File: config.mk
export PLATFORM = sky130hd
export DESIGN_NAME = cpsc_top
export DESIGN_NICKNAME = d
export VERILOG_FILES = /design/src/cpsc_pkg.sv /design/src/cpsc_cmp.sv /design/src/cpsc_field_asm.sv /design/src/cpsc_top.sv
export VERILOG_INCLUDE_DIRS = /design/src
export SDC_FILE = /design/constraint.sdc
export NUM_CORES = 1
export LEC_CHECK = 0
export BUFFER_PORTS_ARGS = -buffer_cell sky130_fd_sc_hd__buf_2
export CORE_ASPECT_RATIO = 1.4
export CORE_MARGIN = 3
export CORE_UTILIZATION = 39
export CTS_BUF_LIST = sky130_fd_sc_hd__clkbuf_2 sky130_fd_sc_hd__clkbuf_4 sky130_fd_sc_hd__clkbuf_8
export DETAILED_ROUTE_END_ITERATION = 12
export PLACE_DENSITY = 0.66
export RECOVER_POWER = 50
export SYNTH_ARGS = -nofsm -noshare
export SYNTH_HDL_FRONTEND = slang
export SYNTH_SLANG_ARGS = --single-unit
export TNS_END_PERCENT = 50
File: constraint.sdc
create_clock -name clk_sys_i -period 2.8 [get_ports clk_sys_i]
set_input_delay 0.56 -clock clk_sys_i [delete_from_list [all_inputs] [get_ports clk_sys_i]]
set_output_delay 0.56 -clock clk_sys_i [all_outputs]
set_load 0.01 [all_outputs]
File: src/cpsc_map.svh
// Purpose: Field positions, reset values and encodings of the status block
// Assumes: Included by bare name from the top module and its property checker
// Notes: Definitions only
// Notes on behaviour
// RULE_01: Add carry or subtract borrow sets carry
// RULE_02: Trace flag set traps after every instruction
// RULE_03: Integer compare sets unsigned-less from operands
// RULE_04: Floating compare always clears unsigned-less
// RULE_05: General flag updated; overflow on integer arithmetic
// RULE_06: Compare sets equal flag when operands match
// RULE_07: Compare sets signed-less from two's complement
// RULE_08: User mode refuses privileged instructions
// RULE_09: High status byte writable only in supervisor
// RULE_10: Stack select chooses stack; cleared on exceptions
// RULE_11: Trace pending allows one trace per instruction
// RULE_12: Interrupt enable gates maskable, never nonmaskable
// RULE_13: Vectoring bit selects vectored interrupt handling
// RULE_14: Absent coprocessor instructions trap as undefined
// RULE_15: Four-bit configuration written only by its instruction
// RULE_16: Addresses span zero to two-to-24 minus one
// RULE_17: Word low byte at address, high next
// RULE_18: Double word low word first, any alignment
// RULE_19: Aligned double words access faster than unaligned
// RULE_20: Basic instruction holds two five-bit operand modes
// RULE_21: Scaled mode gives scale; index byte follows
// RULE_22: Displacement length from leading bits, signed value
// RULE_23: Displacements and immediates arrive most significant first
// RULE_24: Implied extensions come after addressing extensions
// RULE_25: Reserved status bits read zero, ignore writes
`ifndef CPSC_MAP_SVH
`define CPSC_MAP_SVH
// ----------------------------------------
// Status word fields
// ----------------------------------------
`define CPSC_PSW_C 0
`define CPSC_PSW_T 1
`define CPSC_PSW_L 2
`define CPSC_PSW_F 5
`define CPSC_PSW_Z 6
`define CPSC_PSW_N 7
`define CPSC_PSW_U 8
`define CPSC_PSW_S 9
`define CPSC_PSW_P 10
`define CPSC_PSW_I 11
`define CPSC_PSW_WMASK 16'h0FE7
`define CPSC_PSW_RST 16'h0000
// ----------------------------------------
// Configuration fields
// ----------------------------------------
`define CPSC_CFG_I 0
`define CPSC_CFG_F 1
`define CPSC_CFG_M 2
`define CPSC_CFG_C 3
`define CPSC_CFG_RST 4'h0
// ----------------------------------------
// Memory and operand encodings
// ----------------------------------------
`define CPSC_ADDR_W 24
`define CPSC_MODE_IMM 5'h14
`define CPSC_MODE_ABS 5'h15
`define CPSC_MODE_EXT 5'h16
`define CPSC_MODE_TOS 5'h17
`define CPSC_IMPL_IMM_LEN 3'h1
`endif

File: src/cpsc_pkg.sv
// Purpose: Types shared by the status block modules
// Assumes: cpsc_map.svh holds the numbers
// Notes: Structs carry grouped request signals
package cpsc_pkg;
  typedef struct packed {
    logic valid;
    logic is_float;
    logic [1:0] size;
    logic [31:0] op1;
    logic [31:0] op2;
    logic fp_eq;
    logic fp_lt;
  } cpsc_cmp_t;
  typedef struct packed {
    logic valid;
    logic carry;
    logic ovf;
  } cpsc_arith_t;
  typedef struct packed {
    logic valid;
    logic [1:0] be;
    logic [15:0] data;
  } cpsc_psw_wr_t;
  typedef struct packed {
    logic valid;
    logic priv;
    logic fpu;
    logic mmu;
    logic cust;
  } cpsc_instr_t;
  typedef struct packed {
    logic valid;
    logic [31:0] addr;
    logic [1:0] size;
    logic [31:0] wdata;
  } cpsc_mem_req_t;
  typedef struct packed {
    logic valid;
    logic [21:0] dword;
    logic [3:0] be_first;
    logic [3:0] be_second;
    logic split;
    logic [31:0] lanes;
  } cpsc_mem_cmd_t;
  typedef enum logic [1:0] {FK_INDEX = 2'h0, FK_DISP = 2'h1, FK_IMM = 2'h2} cpsc_fkind_t;
  typedef struct packed {
    logic valid;
    cpsc_fkind_t kind;
    logic [1:0] slot;
    logic [31:0] value;
    logic [2:0] idx_reg;
    logic [3:0] scale;
  } cpsc_field_t;
  typedef enum logic [1:0] {S_IDLE = 2'b00, S_INDEX = 2'b01, S_EXT = 2'b11, S_IMPL = 2'b10}
    cpsc_dstate_t;
endpackage

File: src/cpsc_cmp.sv
// Purpose: Operand comparison for the status flags
// Assumes: Operands already fetched; size 0 byte, 1 word, 2 double
// Notes: Purely combinational
`timescale 1ns/1ps
module cpsc_cmp
  import cpsc_pkg::*;
(
  input wire cpsc_cmp_t cmp_i,
  output logic ult_o,
  output logic eq_o,
  output logic slt_o
);
  function automatic logic [32:0] ext(input logic [31:0] v, input logic [1:0] sz,
                                      input logic sgn);
    logic [32:0] r;
    r = '0;
    case (sz)
      2'h0: r = {{25{sgn & v[7]}}, v[7:0]};
      2'h1: r = {{17{sgn & v[15]}}, v[15:0]};
      default: r = {sgn & v[31], v};
    endcase
    return r;
  endfunction

  wire [32:0] u1 = ext(cmp_i.op1, cmp_i.size, 1'b0);
  wire [32:0] u2 = ext(cmp_i.op2, cmp_i.size, 1'b0);
  wire [32:0] s1 = ext(cmp_i.op1, cmp_i.size, 1'b1);
  wire [32:0] s2 = ext(cmp_i.op2, cmp_i.size, 1'b1);

  assign ult_o = cmp_i.is_float ? 1'b0 : (u2 < u1); // [RULE_03] [RULE_04]
  assign eq_o = cmp_i.is_float ? cmp_i.fp_eq : (u2 == u1); // [RULE_06]
  assign slt_o = cmp_i.is_float ? cmp_i.fp_lt : ($signed(s2) < $signed(s1)); // [RULE_07]
endmodule

File: src/cpsc_field_asm.sv
// Purpose: Assembles one displacement or immediate from the extension byte stream
// Assumes: Bytes arrive most significant first, one per take
// Notes: Outputs valid in the final byte's cycle
`timescale 1ns/1ps
module cpsc_field_asm
  import cpsc_pkg::*;
(
  input wire logic clk_sys_i,
  input wire logic arst_n_i,
  input wire logic take_i,
  input wire logic is_disp_i,
  input wire logic [2:0] imm_len_i,
  input wire logic [7:0] byte_i,
  output logic done_o,
  output logic [31:0] value_o
);
  logic [23:0] acc_q;
  logic [2:0] cnt_q;
  logic [2:0] len_q;

  // Leading bits 0x, 10, 11 give one, two or four bytes
  wire [2:0] disp_len = !byte_i[7] ? 3'h1 : (!byte_i[6] ? 3'h2 : 3'h4); // [RULE_22]
  wire first = (cnt_q == 3'h0);
  wire [2:0] len = first ? (is_disp_i ? disp_len : imm_len_i) : len_q;
  wire [31:0] whole = {acc_q, byte_i}; // [RULE_23]

  assign done_o = take_i && ((cnt_q + 3'h1) == len);

  always_comb
  begin
    value_o = whole;
    if (is_disp_i)
    begin
      case (len)
        3'h1: value_o = {{25{byte_i[6]}}, byte_i[6:0]}; // [RULE_22]
        3'h2: value_o = {{18{whole[13]}}, whole[13:0]};
        default: value_o = {{2{whole[29]}}, whole[29:0]};
      endcase
    end
  end

  always_ff @(posedge clk_sys_i or negedge arst_n_i)
  begin
    if (!arst_n_i)
    begin
      acc_q <= '0;
      cnt_q <= '0;
      len_q <= '0;
    end
    else if (take_i)
    begin
      acc_q <= done_o ? 24'h000000 : whole[23:0];
      cnt_q <= done_o ? 3'h0 : cnt_q + 3'h1;
      len_q <= len;
    end
  end
endmodule

File: src/cpsc_top.sv
// Purpose: Status word, configuration, memory lane steering and extension decoding
// Assumes: The core reports instruction events as one-cycle pulses on clk_sys_i
// Notes: Interrupt pins are asynchronous and pass a three-stage filter
`include "cpsc_map.svh"
`timescale 1ns/1ps
module cpsc_top
  import cpsc_pkg::*;
(
  input wire logic clk_sys_i,
  input wire logic arst_n_i,
  input wire cpsc_arith_t arith_i,
  input wire cpsc_cmp_t cmp_i,
  input wire logic gen_flag_wr_i,
  input wire logic gen_flag_i,
  input wire cpsc_psw_wr_t psw_wr_i,
  output logic [15:0] psw_o,
  input wire logic cfg_wr_i,
  input wire logic [3:0] cfg_data_i,
  output logic [3:0] cfg_o,
  input wire cpsc_instr_t instr_i,
  input wire logic instr_start_i,
  input wire logic instr_end_i,
  input wire logic exc_entry_i,
  output logic trace_trap_o,
  output logic priv_trap_o,
  output logic undef_trap_o,
  output logic sp_sel_o,
  input wire logic irq_n_pin_i,
  input wire logic nmi_n_pin_i,
  output logic irq_take_o,
  output logic irq_vectored_o,
  output logic nmi_take_o,
  input wire cpsc_mem_req_t mem_req_i,
  output cpsc_mem_cmd_t mem_cmd_o,
  output logic [1:0] mem_cycles_o,
  input wire logic dec_start_i,
  input wire logic [4:0] dec_gen_a_i,
  input wire logic [4:0] dec_gen_b_i,
  input wire logic dec_two_i,
  input wire logic [2:0] dec_imm_len_i,
  input wire logic [1:0] dec_impl_disp_i,
  input wire logic dec_impl_imm_i,
  input wire logic byte_valid_i,
  input wire logic [7:0] byte_i,
  output logic byte_ready_o,
  output cpsc_field_t field_o,
  output logic dec_busy_o,
  output logic dec_done_o
);
  // ----------------------------------------
  // Operand mode helpers
  // ----------------------------------------
  // {is_imm, displacement count}
  function automatic logic [2:0] ext_need(input logic [4:0] m);
    logic [2:0] r;
    r = 3'h0;
    if (m[4:3] == 2'b01)
      r = 3'h1;
    else if (m == 5'h10 || m == 5'h11 || m == 5'h12 || m == `CPSC_MODE_EXT)
      r = 3'h2;
    else if (m == `CPSC_MODE_IMM)
      r = 3'h4;
    else if (m == `CPSC_MODE_ABS || m[4:2] == 3'b110)
      r = 3'h1;
    return r;
  endfunction

  function automatic logic is_scaled(input logic [4:0] m);
    return m[4:2] == 3'b111;
  endfunction

  // ----------------------------------------
  // Status word and configuration
  // ----------------------------------------
  logic [15:0] psw_q;
  logic [15:0] psw_d;
  logic [3:0] cfg_q;
  wire user = psw_q[`CPSC_PSW_U];
  wire cmp_ult;
  wire cmp_eq;
  wire cmp_slt;

  cpsc_cmp u_cmp (
    .cmp_i(cmp_i),
    .ult_o(cmp_ult),
    .eq_o(cmp_eq),
    .slt_o(cmp_slt)
  );

  // A user program touching the high byte is refused as a whole
  wire psw_hi_refused = psw_wr_i.valid && psw_wr_i.be[1] && user; // [RULE_09]
  wire psw_wr_ok = psw_wr_i.valid && !psw_hi_refused;
  wire [15:0] psw_be_mask = {{8{psw_wr_i.be[1]}}, {8{psw_wr_i.be[0]}}};
  wire [15:0] psw_wmask = psw_be_mask & `CPSC_PSW_WMASK; // [RULE_25]
  wire cfg_refused = cfg_wr_i && user; // [RULE_08]
  wire priv_refused = instr_i.valid && instr_i.priv && user; // [RULE_08]
  wire undef_hit = instr_i.valid && ((instr_i.fpu && !cfg_q[`CPSC_CFG_F]) ||
                   (instr_i.mmu && !cfg_q[`CPSC_CFG_M]) ||
                   (instr_i.cust && !cfg_q[`CPSC_CFG_C])); // [RULE_14]

  always_comb
  begin
    psw_d = psw_q;
    if (psw_wr_ok)
      psw_d = (psw_q & ~psw_wmask) | (psw_wr_i.data & psw_wmask);
    if (arith_i.valid)
    begin
      psw_d[`CPSC_PSW_C] = arith_i.carry; // [RULE_01]
      psw_d[`CPSC_PSW_F] = arith_i.ovf; // [RULE_05]
    end
    if (gen_flag_wr_i)
      psw_d[`CPSC_PSW_F] = gen_flag_i; // [RULE_05]
    if (cmp_i.valid)
    begin
      psw_d[`CPSC_PSW_L] = cmp_ult; // [RULE_03] [RULE_04]
      psw_d[`CPSC_PSW_Z] = cmp_eq; // [RULE_06]
      psw_d[`CPSC_PSW_N] = cmp_slt; // [RULE_07]
    end
    // Pending is armed at the start so one instruction yields one trace
    if (instr_start_i)
      psw_d[`CPSC_PSW_P] = psw_q[`CPSC_PSW_T]; // [RULE_11]
    if (instr_end_i)
      psw_d[`CPSC_PSW_P] = 1'b0; // [RULE_11]
    if (exc_entry_i)
      psw_d[`CPSC_PSW_S] = 1'b0; // [RULE_10]
    psw_d = psw_d & `CPSC_PSW_WMASK; // [RULE_25]
  end

  always_ff @(posedge clk_sys_i or negedge arst_n_i)
  begin
    if (!arst_n_i)
    begin
      psw_q <= `CPSC_PSW_RST;
      cfg_q <= `CPSC_CFG_RST;
    end
    else
    begin
      psw_q <= psw_d;
      if (cfg_wr_i && !cfg_refused)
        cfg_q <= cfg_data_i; // [RULE_15]
    end
  end

  assign psw_o = psw_q;
  assign cfg_o = cfg_q;
  assign sp_sel_o = psw_q[`CPSC_PSW_S]; // [RULE_10]

  // ----------------------------------------
  // Traps
  // ----------------------------------------
  logic trace_q;
  logic priv_q;
  logic undef_q;

  always_ff @(posedge clk_sys_i or negedge arst_n_i)
  begin
    if (!arst_n_i)
    begin
      trace_q <= 1'b0;
      priv_q <= 1'b0;
      undef_q <= 1'b0;
    end
    else
    begin
      trace_q <= instr_end_i && psw_q[`CPSC_PSW_P]; // [RULE_02] [RULE_11]
      priv_q <= priv_refused || psw_hi_refused || cfg_refused; // [RULE_08] [RULE_09]
      undef_q <= undef_hit; // [RULE_14]
    end
  end

  assign trace_trap_o = trace_q;
  assign priv_trap_o = priv_q;
  assign undef_trap_o = undef_q;

  // ----------------------------------------
  // Interrupt pins
  // ----------------------------------------
  // A level counts once stages two and three agree
  logic [2:0] irq_sync_q;
  logic [2:0] nmi_sync_q;
  logic irq_lvl_q;
  logic nmi_lvl_q;
  logic nmi_take_q;
  wire nmi_new = (nmi_sync_q[1] == nmi_sync_q[2]) ? !nmi_sync_q[2] : nmi_lvl_q;

  always_ff @(posedge clk_sys_i or negedge arst_n_i)
  begin
    if (!arst_n_i)
    begin
      irq_sync_q <= 3'h7;
      nmi_sync_q <= 3'h7;
      irq_lvl_q <= 1'b0;
      nmi_lvl_q <= 1'b0;
      nmi_take_q <= 1'b0;
    end
    else
    begin
      irq_sync_q <= {irq_sync_q[1:0], irq_n_pin_i};
      nmi_sync_q <= {nmi_sync_q[1:0], nmi_n_pin_i};
      if (irq_sync_q[1] == irq_sync_q[2])
        irq_lvl_q <= !irq_sync_q[2];
      nmi_lvl_q <= nmi_new;
      // Nonmaskable request is edge sensitive, never gated
      nmi_take_q <= nmi_new && !nmi_lvl_q; // [RULE_12]
    end
  end

  assign irq_take_o = irq_lvl_q && psw_q[`CPSC_PSW_I]; // [RULE_12]
  assign irq_vectored_o = cfg_q[`CPSC_CFG_I]; // [RULE_13]
  assign nmi_take_o = nmi_take_q;

  // ----------------------------------------
  // Memory lane steering
  // ----------------------------------------
  // Little endian: byte k of the operand goes to lane (address + k) mod 4
  wire [1:0] mem_off = mem_req_i.addr[1:0];
  wire [3:0] mem_mask = (mem_req_i.size == 2'h0) ? 4'h1 :
                        ((mem_req_i.size == 2'h1) ? 4'h3 : 4'hF); // [RULE_17] [RULE_18]
  wire [7:0] mem_span = {4'h0, mem_mask} << mem_off;
  wire [63:0] mem_dbl = {mem_req_i.wdata, mem_req_i.wdata} << {mem_off, 3'b000};
  cpsc_mem_cmd_t mem_q;

  always_ff @(posedge clk_sys_i or negedge arst_n_i)
  begin
    if (!arst_n_i)
      mem_q <= '0;
    else
    begin
      mem_q.valid <= mem_req_i.valid;
      mem_q.dword <= mem_req_i.addr[`CPSC_ADDR_W-1:2]; // [RULE_16]
      mem_q.be_first <= mem_span[3:0];
      mem_q.be_second <= mem_span[7:4];
      mem_q.split <= |mem_span[7:4]; // [RULE_19]
      mem_q.lanes <= mem_dbl[63:32];
    end
  end

  assign mem_cmd_o = mem_q;
  // Only a straddling access costs a second bus cycle
  assign mem_cycles_o = mem_q.split ? 2'h2 : 2'h1; // [RULE_19]

  // ----------------------------------------
  // Extension decoder
  // ----------------------------------------
  cpsc_dstate_t st_q;
  logic [4:0] mode_q [2];
  logic slot_q;
  logic two_q;
  logic [1:0] fcnt_q;
  logic [2:0] imm_len_q;
  logic [1:0] impl_disp_q;
  logic impl_imm_q;
  logic [2:0] idx_reg_q [2];
  logic [1:0] scale_q [2];
  cpsc_field_t field_q;
  logic done_q;

  wire [2:0] need = ext_need(mode_q[slot_q]);
  wire need_idx = is_scaled(mode_q[slot_q]); // [RULE_21]
  wire [1:0] need_cnt = need[2] ? 2'h1 : need[1:0];
  wire slot_last = slot_q || !two_q;
  wire ext_more = fcnt_q != need_cnt;
  wire impl_more = (impl_disp_q != 2'h0) || impl_imm_q;
  wire take = byte_valid_i && byte_ready_o;
  wire fld_is_disp = (st_q == S_EXT) ? !need[2] : (impl_disp_q != 2'h0);
  wire [2:0] fld_len = (st_q == S_EXT) ? imm_len_q : `CPSC_IMPL_IMM_LEN;
  wire fld_take = take && (st_q != S_INDEX);
  wire fld_done;
  wire [31:0] fld_value;

  cpsc_field_asm u_asm (
    .clk_sys_i(clk_sys_i),
    .arst_n_i(arst_n_i),
    .take_i(fld_take),
    .is_disp_i(fld_is_disp),
    .imm_len_i(fld_len),
    .byte_i(byte_i),
    .done_o(fld_done),
    .value_o(fld_value)
  );

  always_comb
  begin
    unique case (st_q)
      S_INDEX: byte_ready_o = need_idx;
      S_EXT: byte_ready_o = ext_more;
      S_IMPL: byte_ready_o = impl_more;
      default: byte_ready_o = 1'b0;
    endcase
  end

  always_ff @(posedge clk_sys_i or negedge arst_n_i)
  begin
    if (!arst_n_i)
    begin
      st_q <= S_IDLE;
      mode_q <= '{default: '0};
      idx_reg_q <= '{default: '0};
      scale_q <= '{default: '0};
      slot_q <= 1'b0;
      two_q <= 1'b0;
      fcnt_q <= '0;
      imm_len_q <= '0;
      impl_disp_q <= '0;
      impl_imm_q <= 1'b0;
      field_q <= '0;
      done_q <= 1'b0;
    end
    else
    begin
      field_q.valid <= 1'b0;
      done_q <= 1'b0;
      unique case (st_q)
        S_IDLE:
          if (dec_start_i)
          begin
            mode_q[0] <= dec_gen_a_i; // [RULE_20]
            mode_q[1] <= dec_gen_b_i;
            two_q <= dec_two_i;
            imm_len_q <= dec_imm_len_i; // [RULE_22]
            impl_disp_q <= dec_impl_disp_i;
            impl_imm_q <= dec_impl_imm_i;
            slot_q <= 1'b0;
            fcnt_q <= '0;
            st_q <= S_INDEX;
          end
        S_INDEX:
          // Index bytes of both operands come before any displacement
          if (!need_idx || take) // [RULE_21]
          begin
            if (need_idx)
            begin
              mode_q[slot_q] <= byte_i[7:3];
              idx_reg_q[slot_q] <= byte_i[2:0];
              scale_q[slot_q] <= mode_q[slot_q][1:0];
              field_q <= '{valid: 1'b1, kind: FK_INDEX, slot: {1'b0, slot_q},
                           value: {24'h000000, byte_i}, idx_reg: byte_i[2:0],
                           scale: 4'h1 << mode_q[slot_q][1:0]};
            end
            slot_q <= slot_last ? 1'b0 : 1'b1;
            if (slot_last)
              st_q <= S_EXT;
          end
        S_EXT:
          if (!ext_more)
          begin
            fcnt_q <= '0;
            slot_q <= slot_last ? 1'b0 : 1'b1;
            if (slot_last)
              st_q <= S_IMPL; // [RULE_24]
          end
          else if (fld_done)
          begin
            fcnt_q <= fcnt_q + 2'h1;
            field_q <= '{valid: 1'b1, kind: need[2] ? FK_IMM : FK_DISP,
                         slot: {1'b0, slot_q}, value: fld_value, idx_reg: idx_reg_q[slot_q],
                         scale: 4'h1 << scale_q[slot_q]};
          end
        S_IMPL:
          if (!impl_more)
          begin
            st_q <= S_IDLE;
            done_q <= 1'b1;
          end
          else if (fld_done)
          begin
            // Implied displacements are taken before the implied immediate
            if (impl_disp_q != 2'h0)
              impl_disp_q <= impl_disp_q - 2'h1; // [RULE_24]
            else
              impl_imm_q <= 1'b0;
            field_q <= '{valid: 1'b1, kind: (impl_disp_q != 2'h0) ? FK_DISP : FK_IMM,
                         slot: 2'h2, value: fld_value, idx_reg: 3'h0, scale: 4'h1};
          end
        default:
          st_q <= S_IDLE;
      endcase
    end
  end

  assign field_o = field_q;
  assign dec_busy_o = st_q != S_IDLE;
  assign dec_done_o = done_q;
endmodule

* After elaboration in Yosys (flattened, before gate mapping)
Cells that the tools add are included.
** Cells by class
- Shift-type cells :: 4
- Eq/ne operators :: 36
- Div/mod/pow operators :: 0
- Reduce and logical (&&, ||, !) cells :: 66
- Add/sub/neg operators :: 3
- Multiply operators :: 0
- Bitwise logic cells :: 5
- Mux-type cells :: 95
- $lt $le $gt $ge :: 4
** Operators with widths (number)
- 44-bit 2-to-1 mux :: 6
- 32-bit one-hot mux with 2 select lines :: 3
- 33-bit one-hot mux with 2 select lines :: 2
- 44-bit one-hot mux with 3 select lines :: 1
- 33-bit less-than comparator :: 2
- 64-bit by 5-bit left shift with 64-bit output :: 1
- 2-bit 2-to-1 mux :: 22
- 3-bit 2-to-1 mux :: 13
- 33-bit == test :: 1
- 32-bit 2-to-1 mux :: 1
- 5-bit == test, second input constant :: 6
- 10-bit 2-to-1 mux :: 3
- 12-bit bitwise AND :: 2
- 24-bit 2-to-1 mux :: 1
- 1-bit 2-to-1 mux :: 23
- 2-bit inequality test, second input constant :: 11
- 5-bit 2-to-1 mux :: 4
- 10-bit one-hot mux with 2 select lines :: 1
- 1-bit logical AND :: 18
- 2-bit nonzero test :: 8
- 12-bit inverter :: 1
- 12-bit bitwise OR :: 1
- 3-bit nonzero test :: 4
- 1-bit logical NOT :: 11
- 40 further kinds :: 67
** Word-level totals
- Memories kept :: 0
- Register bits :: 197
- Input port bits :: 205
- Bits in read-only memories :: 0
- Bits in latches :: 0
- Output and inout port bits :: 140
- Memory bits (writable) :: 0

* Depth between registers and ports, before layout
- Depth after elaboration :: 20
- Gate-level depth with buffers :: 14

* Cells and area by module
A second synthesis with hierarchy kept.
** Unflattened totals
- Cells, all modules :: 1074
- Area, all modules :: 11163.2 um2
** By module, submodules not included
- cpsc_top :: cells each 573, area each 7363.3 um2, sequential area each 4161.5 um2, instances 1
- cpsc_cmp :: cells each 277, area each 1903.1 um2, sequential area each 0.0 um2, instances 1
- cpsc_field_asm :: cells each 224, area each 1896.8 um2, sequential area each 750.7 um2, instances 1

* Least setup slack after synthesis
Ideal clock, no wire load.
- Path kind :: input port to flip-flop
- Start :: in cmp_i[66] (netlist bit)
- End :: reg psw_q[7] (netlist: psw_o[7])
- Required time :: 2718 ps
- Buffers on the path :: 2
- Slack :: -110 ps
- Library setup time :: 82 ps
- Data arrival time :: 2828 ps
- Stages on the path :: 12
- Cell sequence :: clkbuf_1 a211oi_1 clkbuf_1 a21oi_1 ha_1 a21o_1 a21o_1 a21oi_1 o21ai_0 a22oi_1 a31oi_1 o22ai_1
** Between the ends
- Cells in the longest elaborated chain, start to end :: 5
- Elaborated cells on any way between the ends :: 7
** Ends and longest elaborated chain
- start, declared :: RTL line cpsc_top.sv:12 : input wire cpsc_cmp_t cmp_i,
- 2-bit by 1-bit == test with 1-bit output / 2-bit logical NOT (equally long branches) :: RTL line cpsc_cmp.sv:17 : case (sz)
- 33-bit one-hot mux with 2 select lines :: RTL line cpsc_cmp.sv:17
- 33-bit less-than comparator (*) :: RTL line cpsc_cmp.sv:32 : assign slt_o = cmp_i.is_float ? cmp_i.fp_lt : ($signed(s2) < $signed(s1));
- 1-bit 2-to-1 mux (*) :: RTL line cpsc_cmp.sv:32
- 2-bit 2-to-1 mux (*) :: RTL line cpsc_top.sv:113 : if (cmp_i.valid)
- end signal, assigned :: RTL line cpsc_top.sv:133 : psw_q <= `CPSC_PSW_RST;
- end signal, assigned :: RTL line cpsc_top.sv:138 : psw_q <= psw_d;
- end, declared :: RTL line cpsc_top.sv:75 : logic [15:0] psw_q;
Every way passes the cells marked *; elsewhere a longest branch is shown, timed or not.
A chain may end at the register's enable or synchronous reset.

* Worst setup path in the final report
- Start :: reg slot_q
- End :: reg field_q (netlist bit field_o[42])
** Between the ends
- Cells in the longest elaborated chain, start to end :: 18
- Elaborated cells on any way between the ends :: 44
** Ends and longest elaborated chain
- start, declared :: RTL line cpsc_top.sv:247 : logic slot_q;
- start signal, assigned :: RTL line cpsc_top.sv:340 : slot_q <= slot_last ? 1'b0 : 1'b1;
- start signal, assigned :: RTL line cpsc_top.sv:348 : slot_q <= slot_last ? 1'b0 : 1'b1;
- 1-bit inverter with 2-bit output (implied by the code) (*) :: RTL line cpsc_top.sv:258, cpsc_top.sv:259
- 5-bit 2-to-1 mux (*) (3 in a row)
- 5-bit == test (no source line) (tied with other cells)
- 1-bit logical OR (on tied branches) :: RTL line cpsc_top.sv:63, cpsc_top.sv:59
- 1-bit 2-to-1 mux / 1-bit logical OR (equally long branches) :: RTL line cpsc_top.sv:63, cpsc_top.sv:59
- 3-bit 2-to-1 mux / 1-bit logical OR (equally long branches)
- 3-bit 2-to-1 mux :: RTL line cpsc_top.sv:59 : else if (m == 5'h10 || m == 5'h11 || m == 5'h12 || m == `CPSC_MODE_EXT)
- 3-bit 2-to-1 mux :: RTL line cpsc_top.sv:57 : if (m[4:3] == 2'b01)
- 2-bit 2-to-1 mux / 1-bit logical NOT (equally long branches) :: RTL line cpsc_top.sv:260, cpsc_top.sv:265
- 2-bit inequality test / 1-bit 2-to-1 mux (equally long branches) :: RTL line cpsc_top.sv:262, cpsc_top.sv:265
- 1-bit one-hot mux with 3 select lines / 3-bit 2-to-1 mux (equally long branches) :: RTL line cpsc_top.sv:284, cpsc_field_asm.sv:24
- 1-bit logical AND / 3-bit 2-to-1 mux (equally long branches) :: RTL line cpsc_top.sv:264, cpsc_field_asm.sv:24
- 1-bit logical AND / 3-bit == test (equally long branches) :: RTL line cpsc_top.sv:267, cpsc_field_asm.sv:27
- 1-bit logical AND :: RTL line cpsc_field_asm.sv:27 : assign done_o = take_i && ((cnt_q + 3'h1) == len);
- 2-bit by 1-bit inequality test with 1-bit output (no source line)
- 7-bit AND reduction (no source line)
- end signal, assigned :: RTL line cpsc_top.sv:336 : field_q <= '{valid: 1'b1, kind: FK_INDEX, slot: {1'b0, slot_q},
- end signal, assigned :: RTL line cpsc_top.sv:355 : field_q <= '{valid: 1'b1, kind: need[2] ? FK_IMM : FK_DISP,
- end signal, assigned :: RTL line cpsc_top.sv:372 : field_q <= '{valid: 1'b1, kind: (impl_disp_q != 2'h0) ? FK_DISP : FK_IMM,
- end, declared :: RTL line cpsc_top.sv:255 : cpsc_field_t field_q;
Every way passes the cells marked *; elsewhere a longest branch is shown, timed or not. The select of a mux whose other input is x is not followed.

==> key figures <==
Run status
  • Status: finished with violations
  • Failing checks: max-capacitance violations, max-slew violations, negative setup slack

Timing
  • Worst Setup Slack, final: -0.291 ns
  • Max Fclk: 0.324 GHz
  • Final setup fails: 49
  • Slew headroom: -0.243
  • Final min period: 3.09 ns
  • RSZ-0062 raised after global routing: true
  • Pins Over Slew Limit: 76
  • Clock skew: 0.0232 ns
  • Tcrit/Tclk final: 1.10
  • Final hold violation count: 0
  • Slew at the pin closest to its max-slew limit: 1.86 ns

Yosys
  • Top cell type's share of synthesized area: 0.425
  • Top cells by count, synth: dfrtp_1, nand2_1, a21oi_1
  • Number of synthesized flops with an enable pin: 0
  • Synth warn: 0
  • Register area share after synthesis: 0.439
  • Area of the mapped netlist: 11200 sq um
  • Yosys cell types: 70
  • Dominant cell type by area after synthesis: dfrtp_1
  • #FFs+latches synth: 196
  • Async S/R FF share, synth: 1.00
  • Synth area leaders: dfrtp_1, ha_1, mux4_2
  • Most common cell in the netlist: dfrtp_1
  • Top_reg_cell synth: dfrtp_1
  • Syn Inst Count: 1078
  • Average size of a mapped cell: 10.4 sq um

Global route
  • Largest net degree at the start of global routing: 76
  • Initial antenna violation count: 4
  • Total GRT Usage: 0.201
  • Final global-route overflow total: 0
  • First-pass GRT wire length: 49000 um
  • Vias in the first global route: 9676

Worst setup path
  • Buf+Inv Stages, Crit Path: 2
  • Stages on the worst setup path: 10
  • Worst Setup End Kind: flip-flop
  • R2R Path End: field_o[42]
  • Slowest stage delay, CP: 0.55 ns
  • Worst Setup SP: slot_q
  • Crit-path slowest cell: or4b_4
  • CP arrival: 3.44 ns
  • Critical Path Sink: field_o[42]
  • Crit path max-delay family: simple AND/OR/NAND/NOR gates
  • CP Data Required Time: 3.15 ns
  • Max Fanout on Critical Path: 21
  • FF-to-FF Start: slot_q
  • Worst r2r path cells: 10
  • Crit-path cells: buf_4 > or4b_4 > a221o_1 > o211ai_2 > and3_4 > o2111ai_4 > or2_4 > a2bb2oi_4 > buf_12 > mux2_4
  • Crit path kind: flip-flop to flip-flop
  • R2R Setup Slk: -0.29 ns
  • Crit path launch type: flip-flop

Floorplan
  • Top Ports: 345
  • Die W: 149 um
  • FP Rows: 72
  • Starting Density: 0.401
  • Full die area: 30800 sq um
  • Die Ht: 206 um
  • Core area: 27900 sq um

Worst hold path
  • HP Class: input pin to flip-flop
  • Hold path startpoint: irq_n_pin_i

Cells and area
  • Multi-input logic area: 5930 sq um
  • Final non-filler cell total: 1848
  • Reg area: 4910 sq um
  • Final nets: 1733
  • Synth-to-Final Area Change: 28.6%
  • Layout cells sized above 1: 0.393
  • Final-layout fill cell count: 2599

CTS
  • Clock sinks: 196
  • Cell chosen for the clock root: clkbuf_8
  • Clock latency on the worst-skew pair: 0.47 ns
  • CTS Buf Count: 17
  • TritonCTS clock tree: built
  • CTS max path bufs: 2
  • H-tree Lvls: 4
  • Clock-pin slew on the worst setup and hold paths: 0.11 ns

Detailed routing
  • Vias per cell: 5.13
  • DR iter-0 viols: 309
  • Via count: 9488
  • Antenna-violating nets left: 0
  • Final wirelength: 31100 um
  • First-pass iteration count of the detailed router: 5
  • # DRC: 0
  • DR WL/cell: 16.8 um

Place
  • Post-Place Setup Slack: -0.200 ns
  • IO buf count: 323
  • Placed Instances: 1809
  • Gpl congestion: 0.895
  • DPL Wire Length: 25100 um

Power
  • Worst vdd ir: 0.453 mV
  • Pleak: 0.00721 uW
  • Power density over the cells: 721 nW/um^2

Run
  • MaxCap Viol Count: 1
[metal layers]
layer	GRT usage	vias to the layer above	routed length [um]
li1	-	4593	-
met4	0.0523	6	630
met5	0	-	27
met2	0.391	245	17600
met3	0.0507	45	1740
met1	0.212	4599	11100
[worst min-delay path by stage]
stage               depth (start not counted)                    endpoint  slack (ns)
detailed placement                          0               nmi_sync_q[1]        0.35
CTS                                         1                  dec_done_o        0.10
global placement                            0               nmi_sync_q[1]        0.35
floorplan                                   0  asynchronous set/reset pin        0.26
global route                                1               irq_sync_q[0]        0.14
finish                                      1               irq_sync_q[0]        0.18
[timing repair]
| item | in CTS | in global routing |
|---|---|---|
| resized for setup | 15 | 17 |
| buffers inserted | 5 | 1 |
| pin swaps | 4 | 4 |
| hold buffers | 0 | 0 |
| setup endpoints to repair | 48 | 65 |
[state kept, by name, indices dropped and copies added, names as in the netlist, 2 cells and up, named ones only]
register     count
mem_cmd_o       63
imm_len_q        3
fcnt_q           2
field_o         44
impl_disp_q      2
u_asm.len_q      3
idx_reg_q        6
nmi_sync_q       3
st_q             2
psw_o            7
u_asm.cnt_q      3
u_asm.acc_q     24
scale_q          4
mode_q          10
cfg_o            4
irq_sync_q       3
[cell families (layout without fill, tap and decap cells)]
| group | after synthesis | after routing | synth area share |
|---|---|---|---|
| flops | 196 | 196 | 0.439 |
| simple gates | 315 | 315 | 0.139 |
| compound gates | 261 | 261 | 0.144 |
| buf+inv | 123 | 516 | 0.0481 |
| mux | 115 | 115 | 0.156 |
| fa+ha+maj | 64 | 64 | 0.0715 |
| xor+xnor | 3 | 3 | 0.00235 |
| other cells | 1 | 8 | 0.000335 |
[cells in the final DEF, fill, tap and decap left out, types with 23 or more instances in the layout]
cell,instances
nor2b_1,35
buf_2,321
mux2i_1,23
inv_1,57
dfrtp_1,190
buf_4,88
mux2_4,32
a21oi_1,92
mux4_2,32
ha_1,64
nand2_1,130
nor2_1,45
mux2_2,26
o21ai_0,58
[power by group]
part           switching (uW)  leakage, uW  internal [uW]  total [uW]
Combinational            2600      0.00455           2290        4890
Sequential                323      0.00247           3310        3630
Clock                    1080     0.000199            770        1850
Total                    4010      0.00721           6370       10400
[worst reg2reg max path: cells and delay by family (launching register included)]
| kind | cells | cell delay, ns |
|---|---|---|
| AOI/OAI and AO/OA | 4 | 0.82 |
| DFF | 1 | 0.44 |
| and+or+nand+nor | 3 | 1.07 |
| buffers and inverters | 2 | 0.35 |
| muxes | 1 | 0.31 |
[metrics by stage]
stage	power, uW	instance area [sq um]	TNS, ns	hold slack, ns	util
floorplan	6600	11300	-1.20	0.264	-
global placement	8280	13900	-5.61	0.346	0.497
detailed placement	8370	13900	-7.38	0.348	0.497
CTS	10400	14400	-10.12	0.104	0.515
global route	11100	14400	-15.12	0.139	0.515
finish	10400	14400	-11.42	0.176	0.515
[area by class of cell]
class / count / share of cell area
antenna: 1 / 0.000174
clock buffer: 20 / 0.0178
multi-input combinational: 765 / 0.412
tap: 370 / 0.0322
timing repair buffer: 427 / 0.172
clock inverter: 12 / 0.00991
sequential: 196 / 0.341
inverter: 57 / 0.0149
No activity file was read; power rests on OpenSTA's default activity.
